**src/shared/sar_adc_pkg.sv**
```systemverilog
// Package for the converter configuration and control block.
// Holds register offsets, field positions, reset values, timing and the APB carrier type.
// Assumes a single 25 MHz system clock shared by the bus and the block.
`default_nettype none
package sar_adc_pkg;
  // Bus widths.
  localparam int ADDR_W = 8;
  localparam int DATA_W = 32;

  // Register byte addresses, one aligned word each.
  localparam logic [ADDR_W-1:0] CFG_OFFSET = 8'h00;
  localparam logic [ADDR_W-1:0] CTRL_OFFSET = 8'h04;

  // Configuration register fields.
  localparam int CFG_DIV_LSB = 3;
  localparam int CFG_DIV_W = 5;
  localparam int CFG_RSV_BIT = 2;
  localparam int CFG_GAIN_LSB = 0;
  localparam logic [7:0] CFG_RESET = 8'hf8;

  // Control register fields.
  localparam int CTRL_EN_BIT = 7;
  localparam int CTRL_TM_BIT = 6;
  localparam int CTRL_DONE_BIT = 5;
  localparam int CTRL_BUSY_BIT = 4;
  localparam int CTRL_MODE_LSB = 1;
  localparam int CTRL_WIN_BIT = 0;
  localparam logic [7:0] CTRL_RESET = 8'h00;

  // Start-mode code that means a software write of one to the busy bit.
  localparam logic [2:0] MODE_SW_START = 3'h0;

  // Converter clocks spent tracking before a conversion in low-power track mode.
  localparam int TRACK_CLOCKS = 3;
  // Default number of converter clocks a conversion takes.
  localparam int CONV_CLOCKS_DEF = 8;

  // System clock and the ceiling advised for the converter clock.
  localparam int SYS_CLK_HZ = 25000000;
  localparam int CONV_CLK_MAX_HZ = 6000000;
  // Smallest divider field that keeps the converter clock under its ceiling.
  localparam int DIV_MIN = (SYS_CLK_HZ + CONV_CLK_MAX_HZ - 1) / CONV_CLK_MAX_HZ - 1;

  // Gain codes.
  localparam logic [1:0] GAIN_HALF = 2'h0;
  localparam logic [1:0] GAIN_ONE = 2'h1;
  localparam logic [1:0] GAIN_TWO = 2'h2;
  localparam logic [1:0] GAIN_FOUR = 2'h3;

  // APB request as driven by the master.
  typedef struct packed {
    logic psel;
    logic penable;
    logic pwrite;
    logic [ADDR_W-1:0] paddr;
    logic [DATA_W-1:0] pwdata;
  } apb_req_t;

  // Configuration register layout.
  typedef struct packed {
    logic [4:0] clock_divider_field;
    logic rsv;
    logic [1:0] amplifier_gain_code;
  } cfg_reg_t;

  // Control register layout.
  typedef struct packed {
    logic converter_power_enable;
    logic track_mode_select;
    logic conversion_done_flag;
    logic conversion_busy;
    logic [2:0] start_mode_field;
    logic window_match_flag;
  } ctrl_reg_t;
endpackage
`default_nettype wire

```
**src/rtl/sar_adc_config_control.sv**
```systemverilog
// Configuration and control logic of an 8-bit successive-approximation converter.
// Assumes an APB master on sys_clk_i and a hardware start strobe from logic on the same clock.
//
// Summary of operation
// - The converter clock period is the divider field plus one system clock periods.
// - Bit 2 of the configuration register reads as zero and ignores writes.
// - The two-bit gain code selects 0.5, 1, 2 or 4 for codes 00, 01, 10 and 11.
// - Track mode 0 tracks continuously except while converting; mode 1 tracks only in a window after each start.
// - Hardware sets the done flag at the end of a conversion; only a software zero clears it.
`default_nettype none
module sar_adc_config_control #(
  parameter int CONV_CLOCKS = sar_adc_pkg::CONV_CLOCKS_DEF
) (
  input wire logic sys_clk_i,
  input wire logic rst_n_i,
  input wire sar_adc_pkg::apb_req_t apb_req_i,
  input wire logic hw_start_i,
  output logic [31:0] prdata_o,
  output logic pready_o,
  output logic pslverr_o,
  output logic converter_clock_o,
  output logic [1:0] amplifier_gain_code_o,
  output logic converter_power_o,
  output logic tracking_o,
  output logic converting_o
);

  // The step counter is five bits wide, so longer conversions cannot be counted.
  initial begin
    if (CONV_CLOCKS < 1 || CONV_CLOCKS > 31) begin
      $error("CONV_CLOCKS must lie between 1 and 31");
    end
  end

  localparam logic [4:0] TRACK_LAST = 5'(sar_adc_pkg::TRACK_CLOCKS - 1);
  localparam logic [4:0] CONV_LAST = 5'(CONV_CLOCKS - 1);

  typedef enum logic [1:0] {
    ST_IDLE,
    ST_TRACK,
    ST_CONVERT
  } conv_state_t;

  sar_adc_pkg::cfg_reg_t cfg_q;
  sar_adc_pkg::ctrl_reg_t ctrl_q;
  conv_state_t state_q;
  logic [4:0] div_cnt_q;
  logic [4:0] step_q;
  logic pready_q;
  logic pslverr_q;
  logic [31:0] prdata_q;
  logic conv_clk_q;
  logic tick;
  logic wr_en;
  logic rd_en;
  logic hit_cfg;
  logic hit_ctrl;
  logic sw_start;
  logic start;
  logic conv_end;
  logic abort;

  // True when an address equals the given register offset.
  function automatic logic addr_hit(input logic [7:0] addr, input logic [7:0] offset);
    addr_hit = (addr == offset);
  endfunction

  // The access phase gets one wait state so that every answer comes from a flip-flop.
  assign hit_cfg = addr_hit(apb_req_i.paddr, sar_adc_pkg::CFG_OFFSET);
  assign hit_ctrl = addr_hit(apb_req_i.paddr, sar_adc_pkg::CTRL_OFFSET);
  assign wr_en = apb_req_i.psel && apb_req_i.penable && pready_q && apb_req_i.pwrite;
  assign rd_en = apb_req_i.psel && apb_req_i.penable && !pready_q && !apb_req_i.pwrite;

  // Ready rises in the second access cycle and drops right after the completing edge.
  always_ff @(posedge sys_clk_i) begin
    if (!rst_n_i) begin
      pready_q <= 1'b0;
      pslverr_q <= 1'b0;
    end else if (apb_req_i.psel && apb_req_i.penable && !pready_q) begin
      pready_q <= 1'b1;
      pslverr_q <= !(hit_cfg || hit_ctrl);
    end else begin
      pready_q <= 1'b0;
      pslverr_q <= 1'b0;
    end
  end

  // Read data is captured with ready; unmapped addresses read as zero.
  always_ff @(posedge sys_clk_i) begin
    if (!rst_n_i) begin
      prdata_q <= 32'h0000_0000;
    end else if (rd_en) begin
      if (hit_cfg) begin
        prdata_q <= {24'h00_0000, cfg_q.clock_divider_field, 1'b0,
                     cfg_q.amplifier_gain_code};
      end else if (hit_ctrl) begin
        prdata_q <= {24'h00_0000, ctrl_q};
      end else begin
        prdata_q <= 32'h0000_0000;
      end
    end else if (pready_q) begin
      prdata_q <= 32'h0000_0000;
    end
  end

  // Configuration register; the unused bit is never stored.
  always_ff @(posedge sys_clk_i) begin
    if (!rst_n_i) begin
      cfg_q <= sar_adc_pkg::CFG_RESET;
      cfg_q.rsv <= 1'b0;
    end else if (wr_en && hit_cfg) begin
      cfg_q.clock_divider_field <=
        apb_req_i.pwdata[sar_adc_pkg::CFG_DIV_LSB +: sar_adc_pkg::CFG_DIV_W];
      cfg_q.amplifier_gain_code <= apb_req_i.pwdata[sar_adc_pkg::CFG_GAIN_LSB +: 2];
      cfg_q.rsv <= 1'b0;
    end
  end

  // Converter clock divider: a tick every divider plus one system clocks.
  // A divider of zero gives a tick every cycle and a clock output held high.
  assign tick = (div_cnt_q == cfg_q.clock_divider_field);

  // A configuration write restarts the count, so a smaller divider never leaves the
  // counter above its end point, where it would have to wrap before the next tick.
  always_ff @(posedge sys_clk_i) begin
    if (!rst_n_i) begin
      div_cnt_q <= 5'h00;
    end else if (tick || !ctrl_q.converter_power_enable || (wr_en && hit_cfg)) begin
      div_cnt_q <= 5'h00;
    end else begin
      div_cnt_q <= div_cnt_q + 5'h01;
    end
  end

  // The clock output is high for the first half of each period and stops when powered down.
  always_ff @(posedge sys_clk_i) begin
    if (!rst_n_i) begin
      conv_clk_q <= 1'b0;
    end else if (!ctrl_q.converter_power_enable) begin
      conv_clk_q <= 1'b0;
    end else if (tick) begin
      conv_clk_q <= 1'b1;
    end else begin
      conv_clk_q <= ((div_cnt_q + 5'h01) <= (cfg_q.clock_divider_field >> 1));
    end
  end

  // Start sources: a software write of one to busy in mode zero, the strobe otherwise.
  // A start written together with a cleared enable bit would be aborted at once, so it is ignored.
  assign sw_start = wr_en && hit_ctrl && apb_req_i.pwdata[sar_adc_pkg::CTRL_BUSY_BIT] &&
                    apb_req_i.pwdata[sar_adc_pkg::CTRL_EN_BIT];
  assign start = ctrl_q.converter_power_enable && (state_q == ST_IDLE) &&
                 ((ctrl_q.start_mode_field == sar_adc_pkg::MODE_SW_START) ? sw_start
                                                                          : hw_start_i);
  assign conv_end = (state_q == ST_CONVERT) && tick && (step_q == CONV_LAST) && !abort;
  assign abort = !ctrl_q.converter_power_enable;

  // Conversion sequencer; low-power track mode inserts a tracking window first.
  always_ff @(posedge sys_clk_i) begin
    if (!rst_n_i) begin
      state_q <= ST_IDLE;
      step_q <= 5'h00;
    end else if (abort) begin
      state_q <= ST_IDLE;
      step_q <= 5'h00;
    end else begin
      unique case (state_q)
        ST_IDLE: begin
          if (start) begin
            state_q <= ctrl_q.track_mode_select ? ST_TRACK : ST_CONVERT;
            step_q <= 5'h00;
          end
        end
        ST_TRACK: begin
          if (tick) begin
            if (step_q == TRACK_LAST) begin
              state_q <= ST_CONVERT;
              step_q <= 5'h00;
            end else begin
              step_q <= step_q + 5'h01;
            end
          end
        end
        ST_CONVERT: begin
          if (tick) begin
            if (conv_end) begin
              state_q <= ST_IDLE;
              step_q <= 5'h00;
            end else begin
              step_q <= step_q + 5'h01;
            end
          end
        end
      endcase
    end
  end

  // Control register. Busy mirrors the sequencer; done is set as busy falls and a
  // completion in the same cycle as a clearing write wins over the clear.
  always_ff @(posedge sys_clk_i) begin
    if (!rst_n_i) begin
      ctrl_q <= sar_adc_pkg::CTRL_RESET;
    end else begin
      if (wr_en && hit_ctrl) begin
        ctrl_q.converter_power_enable <= apb_req_i.pwdata[sar_adc_pkg::CTRL_EN_BIT];
        ctrl_q.track_mode_select <= apb_req_i.pwdata[sar_adc_pkg::CTRL_TM_BIT];
        ctrl_q.start_mode_field <= apb_req_i.pwdata[sar_adc_pkg::CTRL_MODE_LSB +: 3];
        ctrl_q.window_match_flag <= apb_req_i.pwdata[sar_adc_pkg::CTRL_WIN_BIT];
      end
      if (conv_end) begin
        ctrl_q.conversion_done_flag <= 1'b1;
      end else if (wr_en && hit_ctrl && !apb_req_i.pwdata[sar_adc_pkg::CTRL_DONE_BIT]) begin
        ctrl_q.conversion_done_flag <= 1'b0;
      end
      ctrl_q.conversion_busy <= start || ((state_q != ST_IDLE) && !conv_end && !abort);
    end
  end

  // Analog-facing outputs, each from its own flip-flop.
  always_ff @(posedge sys_clk_i) begin
    if (!rst_n_i) begin
      amplifier_gain_code_o <= sar_adc_pkg::GAIN_HALF;
      converter_power_o <= 1'b0;
      tracking_o <= 1'b0;
      converting_o <= 1'b0;
    end else begin
      amplifier_gain_code_o <= cfg_q.amplifier_gain_code;
      converter_power_o <= ctrl_q.converter_power_enable;
      converting_o <= !abort && (state_q == ST_CONVERT);
      if (!ctrl_q.converter_power_enable) begin
        tracking_o <= 1'b0;
      end else if (!ctrl_q.track_mode_select) begin
        tracking_o <= (state_q != ST_CONVERT);
      end else begin
        tracking_o <= (state_q == ST_TRACK);
      end
    end
  end

  assign prdata_o = prdata_q;
  assign pready_o = pready_q;
  assign pslverr_o = pslverr_q;
  assign converter_clock_o = conv_clk_q;

  // Helper: cycles since the last tick, to check the divider period.
  logic [5:0] gap_q;
  always_ff @(posedge sys_clk_i) begin
    if (!rst_n_i || tick || abort || (wr_en && hit_cfg)) begin
      gap_q <= 6'h00;
    end else begin
      gap_q <= gap_q + 6'h01;
    end
  end
endmodule
`default_nettype wire

```
**config.mk**
```make
export PLATFORM = sky130hd
export DESIGN_NAME = sar_adc_config_control
export DESIGN_NICKNAME = d
export VERILOG_FILES = /design/src/shared/sar_adc_pkg.sv /design/src/rtl/sar_adc_config_control.sv
export SDC_FILE = /design/constraint.sdc
export NUM_CORES = 1
export LEC_CHECK = 0
export BUFFER_PORTS_ARGS = -buffer_cell sky130_fd_sc_hd__buf_2
export CORE_MARGIN = 3
export CORE_UTILIZATION = 48
export DETAILED_ROUTE_END_ITERATION = 8
export PLACE_DENSITY = 0.9
export SLEW_MARGIN = 40
export SYNTH_ARGS = -nofsm -noshare
export SYNTH_HDL_FRONTEND = slang
export SYNTH_SLANG_ARGS = --single-unit
```
**constraint.sdc**
```tcl
create_clock -name sys_clk_i -period 2.08 [get_ports sys_clk_i]
set_input_delay 0.312 -clock sys_clk_i [delete_from_list [all_inputs] [get_ports sys_clk_i]]
set_output_delay 0.312 -clock sys_clk_i [all_outputs]
set_load 0.03 [all_outputs]
```
==> impl_metrics.yaml, run 1 <==
power_and_ir_drop:
  pwr-share-comb_pct: 8.2
  p_clk_share_pct: 35.8
  power_density_mw_per_mm2: 591
  vdd_drop_max_mv: 0.281
  p_sw_mw: 0.387
  power_leakage_nw: 1.08
  switching_share_pct: 26.2
  p_int_mw: 1.09
  p_seq_share_pct: 56.0
cts:
  cts.hold.buffers_added: 0
  cts_setup_buffers: 0
  path_clk_slew_ns: 0.08
  cts-root-buf: "clkbuf_8"
  cts_tree: "done"
  numCtsBuffers: 5
  cts_buffer_depth: 2
  clkSinkCount: 43
  htreeDepth: 2
  clk_latency_ns: 0.30
placed_design:
  io_buffers: 37
  dpl.hpwl_mm: 3.34
  dp.cells: 324
  gp_congestion: 0.870
logic_synthesis:
  ys.flop_type: "dfxtp_1"
  synth.yosys.seq_area_share_pct: 39.3
  syn_area_per_cell_um2: 9.36
  ys_types: 44
  synth_edf_count: 0
  synthesis.area_mm2: 0.00219
  syn_inst: 234
  ys_ff_latch: 43
  yosys_warnings: 0
  synth-async-reset-ratio_pct: 0
sta:
  setup_viol: 0
  slew_headroom_pct: 61.8
  post-route-period-util_pct: 92.6
  clock-skew-final_ns: 0.00733
  fin_tns_setup_ns: 0
  max_freq_mhz: 519
  maxSlewViolCount: 0
  tightest_slew_ns: 0.571
  post-route-min-period_ns: 1.93
  hold_viol: 0
floorplan:
  coreArea_mm2: 0.00420
  placementRows: 23
  die_y_um: 73.6
  start_util_pct: 52.1
  die_width_um: 73.6
  die_area_mm2: 0.00541
  ios: 86
route:
  dr_total_vias: 1711
  first_pass_iters: 4
  ant_nets: 0
  wl_mm: 4.54
  drtIter0Drc: 93
  drc: 0
  via_per_inst: 5.15
  avgRoutedWirePerCell_um: 13.7
global_route:
  grt_antenna_before_repair: 0
  grt_pass1_vias: 1547
  grt.total_usage_pct: 17.4
  grt_pass1_wl_mm: 7.22
  grt_remaining_overflow: 0
  grt_max_degree: 26
final_layout:
  drive_gt1_share_pct: 23.8
  num_antenna_cells: 0
  final_nets: 337
  syn2layout_area_growth_pct: 13.9
  instances_no_fill: 332
outcome:
  status: "finished clean"
min_path:
  min_path_cells: 3
  hold_path_class: "primary input to flip-flop"
  worstHoldStart: "apb_req_i[3]"
setup_path:
  cp-startpoint: "ctrl_q[1]$_SDFFE_PN0N_"
  regToRegStartpoint: "ctrl_q[1]$_SDFFE_PN0N_"
  path_max_fanout: 4
  critPathRequiredTime_ns: 2.27
  cp-start-kind: "flip-flop"
  cp-end-kind: "flip-flop"
  r2r_cells: 7
  worst-setup-path-type: "flip-flop to flip-flop"
  crit_arrival_ns: 2.11
job:
  cap_violations: 0
-- area by class of cell --
type,count,area [um^2]
fill,359,1710
multi-input combinational,177,1200
sequential,43,863
timing repair buffer,45,245
clock buffer,6,72.6
tap,50,62.6
inverter,9,33.8
clock inverter,2,12.5
-- Yosys cell counts, types with 4 or more instances --
master / n / area [um^2]
dfxtp_1: 43 / 861
buf_4: 24 / 180
nor2b_1: 20 / 125
nand2_1: 13 / 48.8
nor2_1: 13 / 48.8
ha_1: 10 / 125
mux2i_1: 10 / 100
nand3_1: 10 / 50.1
o21ai_0: 9 / 45.0
inv_1: 8 / 30.0
a22oi_1: 7 / 52.6
xor2_1: 7 / 61.3
and2_1: 6 / 37.5
a32oi_1: 4 / 35.0
mux2_2: 4 / 45.0
-- metrics by stage --
step / total power [mW] / hold slack [ns] / setup slack, ns / util [%] / cell area [um^2]
final: 1.47 / 0.250 / 0.155 / 59.4 / 2490
after global routing: 1.52 / 0.258 / -0.00138 / 59.4 / 2490
after CTS: 1.48 / 0.248 / 0.0917 / 58.9 / 2470
after detailed placement: 0.964 / 0.458 / 0.0765 / 56.9 / 2390
after global placement: 0.963 / 0.447 / 0.111 / 56.9 / 2390
after floorplan: 0.963 / 0.440 / 0.114 / - / 2280
-- registers in the layout, indices dropped and copies added (netlist names) --
register,count
ctrl_q,8
prdata_o,8
cfg_q,7
div_cnt_q,5
step_q,5
amplifier_gain_code_o,2
state_q,2
converter_clock_o,1
converter_power_o,1
converting_o,1
pready_o,1
pslverr_o,1
tracking_o,1
-- power groups by stage --
| stage | Combinational [mW] | Sequential, mW | Clock, mW |
|---|---|---|---|
| 5_1_grt | 0.128 | 0.826 | 0.568 |
| 3_5_place_dp | 0.119 | 0.845 | 0 |
| 6_report | 0.121 | 0.825 | 0.527 |
| 3_3_place_gp | 0.118 | 0.845 | 0 |
| 4_1_cts | 0.120 | 0.825 | 0.539 |
| 2_1_floorplan | 0.115 | 0.848 | 0 |
-- cells by family (layout without fill, tap and decap cells) --
kind of cell,Yosys count,after routing,synth area share (%)
AND/OR/NAND/NOR,82,82,22.0
flip-flops,43,43,39.3
AO/OA/AOI/OAI,39,39,12.5
buffers and inverters,37,62,10.5
multiplexers,14,14,6.62
adder cells (fa/ha/maj),10,10,5.71
XOR/XNOR,8,8,3.20
other,1,24,0.171
-- layout by cell type (no fill, tap or decap), drive strengths merged, types with 3 or more instances in the layout --
master	count
nand4	4
inv	8
mux2i	10
buf	45
o21ai	9
nand2	13
xor2	7
conb	24
nand3	10
a211oi	3
clkbuf	6
a22oi	7
a21oi	4
o211ai	3
nor2b	20
mux2	4
a32oi	4
ha	10
nor3	4
nor2	13
and2	6
dfxtp	43
-- critical path, stage by stage (launching register included) --
cell	delay, ns
dfxtp_1	0.34
nor3_1	0.39
nand4_1	0.14
o21ba_1	0.18
a221o_1	0.29
buf_4	0.15
a211oi_1	0.23
a211oi_1	0.08
-- final timing paths --
kind                        endpoint  slack (ns)
max reg2reg  state_q[1]$_SDFFE_PN0P_        0.15
min            cfg_q[3]$_SDFFE_PN1P_        0.25
max          state_q[1]$_SDFFE_PN0P_        0.15
min reg2reg      pready_o$_SDFF_PN0_        0.47
-- layer usage --
metal / wire, um / share of wire, % / vias to the layer above / global-route usage [%]
met5: 0 / 0 / - / 0
met4: 120 / 2.6 / 0 / 8.05
met2: 2230 / 49 / 59 / 28.1
met3: 255 / 5.6 / 11 / 4.38
li1: - / - / 870 / -
met1: 1930 / 42 / 771 / 21.8
-- timing repair --
item                                   in CTS  in global routing
resized for setup                           0                  5
setup endpoints to repair                   0                  3
endpoints found under the hold margin       0                  0
No activity file was read; power rests on OpenSTA's default activity.
==> inputs of run 2 (changes only) <==
- BUFFER_PORTS_ARGS: -buffer_cell sky130_fd_sc_hd__buf_2 -> not set
- CORE_UTILIZATION: 48 -> 62
- DONT_BUFFER_PORTS: not set -> 1
- PLACE_DENSITY: 0.9 -> 0.89
==> run 2 against run 1 <==
Effect of this change:
- sequential cell count stayed put
- power increased by 7.2%
- sequential power is essentially flat
- non-clock buffer count fell by 35
- clock power up 27%
- critical path type unchanged
- via count decreased by 3.9%
- register-to-register slack got worse by 0.03 ns
- clock skew increased by 0.0020 ns
==> impl_metrics.yaml, run 2 (same netlist as run 1, synthesis figures left out) <==
cts:
  path_clk_slew_ns: 0.14
  clkSinkCount: 43
  clk_latency_ns: 0.37
  htreeDepth: 2
  cts_buffer_depth: 2
  cts_setup_buffers: 0
  numCtsBuffers: 5
  cts-root-buf: "clkbuf_4"
  cts_tree: "done"
sta:
  setup_ws_ns: 0.122
  clock-skew-final_ns: 0.00930
  hold_viol: 0
  maxSlewViolCount: 0
  setup_viol: 0
  slew_headroom_pct: 64.7
  tightest_slew_ns: 0.527
  rsz0062_at_grt: "false"
  fin_tns_setup_ns: 0
  max_freq_mhz: 511
  post-route-min-period_ns: 1.96
  post-route-period-util_pct: 94.1
min_path:
  hold_path_class: "primary input to flip-flop"
  worstHoldStart: "rst_n_i"
floorplan:
  die_y_um: 65.4
  ios: 86
  placementRows: 20
  die_area_mm2: 0.00428
  coreArea_mm2: 0.00320
  start_util_pct: 68.4
  die_width_um: 65.4
setup_path:
  timing.reg2reg.setup_slack_ns: 0.12
  regToRegStartpoint: "step_q[0]$_SDFFE_PN0P_"
  worst-setup-path-type: "flip-flop to flip-flop"
  crit_slowest_cell: "nor4b_1"
  worst-path-buf-inv: 1
  path_delay_family: "simple AND/OR/NAND/NOR gates"
  critPathRequiredTime_ns: 2.40
  path_max_fanout: 5
  crit_arrival_ns: 2.28
  critical_path.max_stage_delay_ns: 0.38
  cp-startpoint: "step_q[0]$_SDFFE_PN0P_"
  cp-start-kind: "flip-flop"
  worstPathCellList: "inv_1 > ha_1 > nor4b_1 > nand3_1 > a221o_1 > or3b_1 > a21oi_2"
  cp-end-kind: "flip-flop"
power_and_ir_drop:
  power_density_mw_per_mm2: 678
  vdd_drop_max_mv: 0.358
  power_leakage_nw: 0.917
route:
  drtIter0Drc: 147
  ant_nets: 0
  avgRoutedWirePerCell_um: 15.7
  first_pass_iters: 4
  wl_mm: 4.58
  dr_total_vias: 1644
  drc: 0
  via_per_inst: 5.65
global_route:
  grt.total_usage_pct: 23.1
  grt_max_degree: 27
  grt_antenna_before_repair: 0
  grt_remaining_overflow: 0
  grt_pass1_wl_mm: 7.47
  grtUsageMet3_pct: 6.50
  grt_pass1_vias: 1610
  top_usage_layer: "met2"
  grt_use_met2_pct: 40.7
  met1_usage_pct: 26.2
job:
  cap_violations: 0
final_layout:
  final_common_cell: "dfxtp_1"
  final_nets: 302
  syn2layout_area_growth_pct: 6.34
  drive_gt1_share_pct: 12.1
  nFillCells: 233
  mostFrequentLayoutCells: "dfxtp_1, conb_1, nor2b_1"
  num_antenna_cells: 0
  instances_no_fill: 291
placed_design:
  dp.cells: 282
  dp_slack_ns: 0.164
  io_buffers: 0
  gp_congestion: 0.839
  dpl.hpwl_mm: 3.14
outcome:
  status: "finished clean"
[run 2: area by class of cell]
| cell class | instances | area (um^2) | share of cell area, % |
|---|---|---|---|
| Sequential cell | 43 | 862 | 37.0 |
| Clock buffer | 5 | 37.5 | 1.61 |
| Multi-Input combinational cell | 177 | 1200 | 51.3 |
| Tap cell | 44 | 55.1 | 2.36 |
| Timing Repair Buffer | 10 | 77.6 | 3.33 |
| Clock inverter | 3 | 67.6 | 2.90 |
| Inverter | 9 | 33.8 | 1.45 |
[run 2: worst reg2reg max path, cell delays in order (launching register included)]
cell     delay, ns
dfxtp_1       0.37
inv_1         0.07
ha_1          0.14
nor4b_1       0.38
nand3_1       0.13
a221o_1       0.32
or3b_1        0.37
a21oi_2       0.13
[run 2: power breakdown]
| group | switching [mW] | total, mW | internal, mW | leakage, nW |
|---|---|---|---|---|
| clock | 0.294 | 0.668 | 0.373 | 0.0514 |
| combinational | 0.0692 | 0.0838 | 0.0146 | 0.519 |
| sequential | 0.00241 | 0.828 | 0.825 | 0.347 |
| total | 0.366 | 1.58 | 1.21 | 0.917 |
[run 2: routing by layer]
metal / vias to the layer above / part of all wire (%)
li1: 792 / -
met1: 773 / 41
met2: 70 / 49
met3: 9 / 7.6
met4: 0 / 1.7
met5: - / 0
[run 2: worst paths after layout]
path,endpoint,depth (start not counted)
setup / recovery,state_q[0]$_SDFFE_PN0P_,7
hold / removal,cfg_q[7]$_SDFFE_PN1P_,1
setup reg to reg,state_q[0]$_SDFFE_PN0P_,7
hold reg to reg,amplifier_gain_code_o[1]$_SDFF_PN0_,1
[run 2: what timing repair did]
| item | in CTS | in global routing |
|---|---|---|
| hold buffers | 1 | 0 |
| resized for setup | 0 | 3 |
| setup endpoints to repair | 0 | 4 |
| hold endpoints to repair | 2 | 0 |
[run 2: through the flow]
stage	utilization, %	cell area (um^2)	power, mW	hold slack, ns
6_report	72.7	2330	1.58	0.0261
5_1_grt	72.7	2330	1.62	0.0139
4_1_cts	72.4	2320	1.59	0.0161
3_5_place_dp	68.8	2200	0.926	0.384
3_3_place_gp	68.8	2200	0.926	0.378
2_1_floorplan	-	2280	0.963	0.440
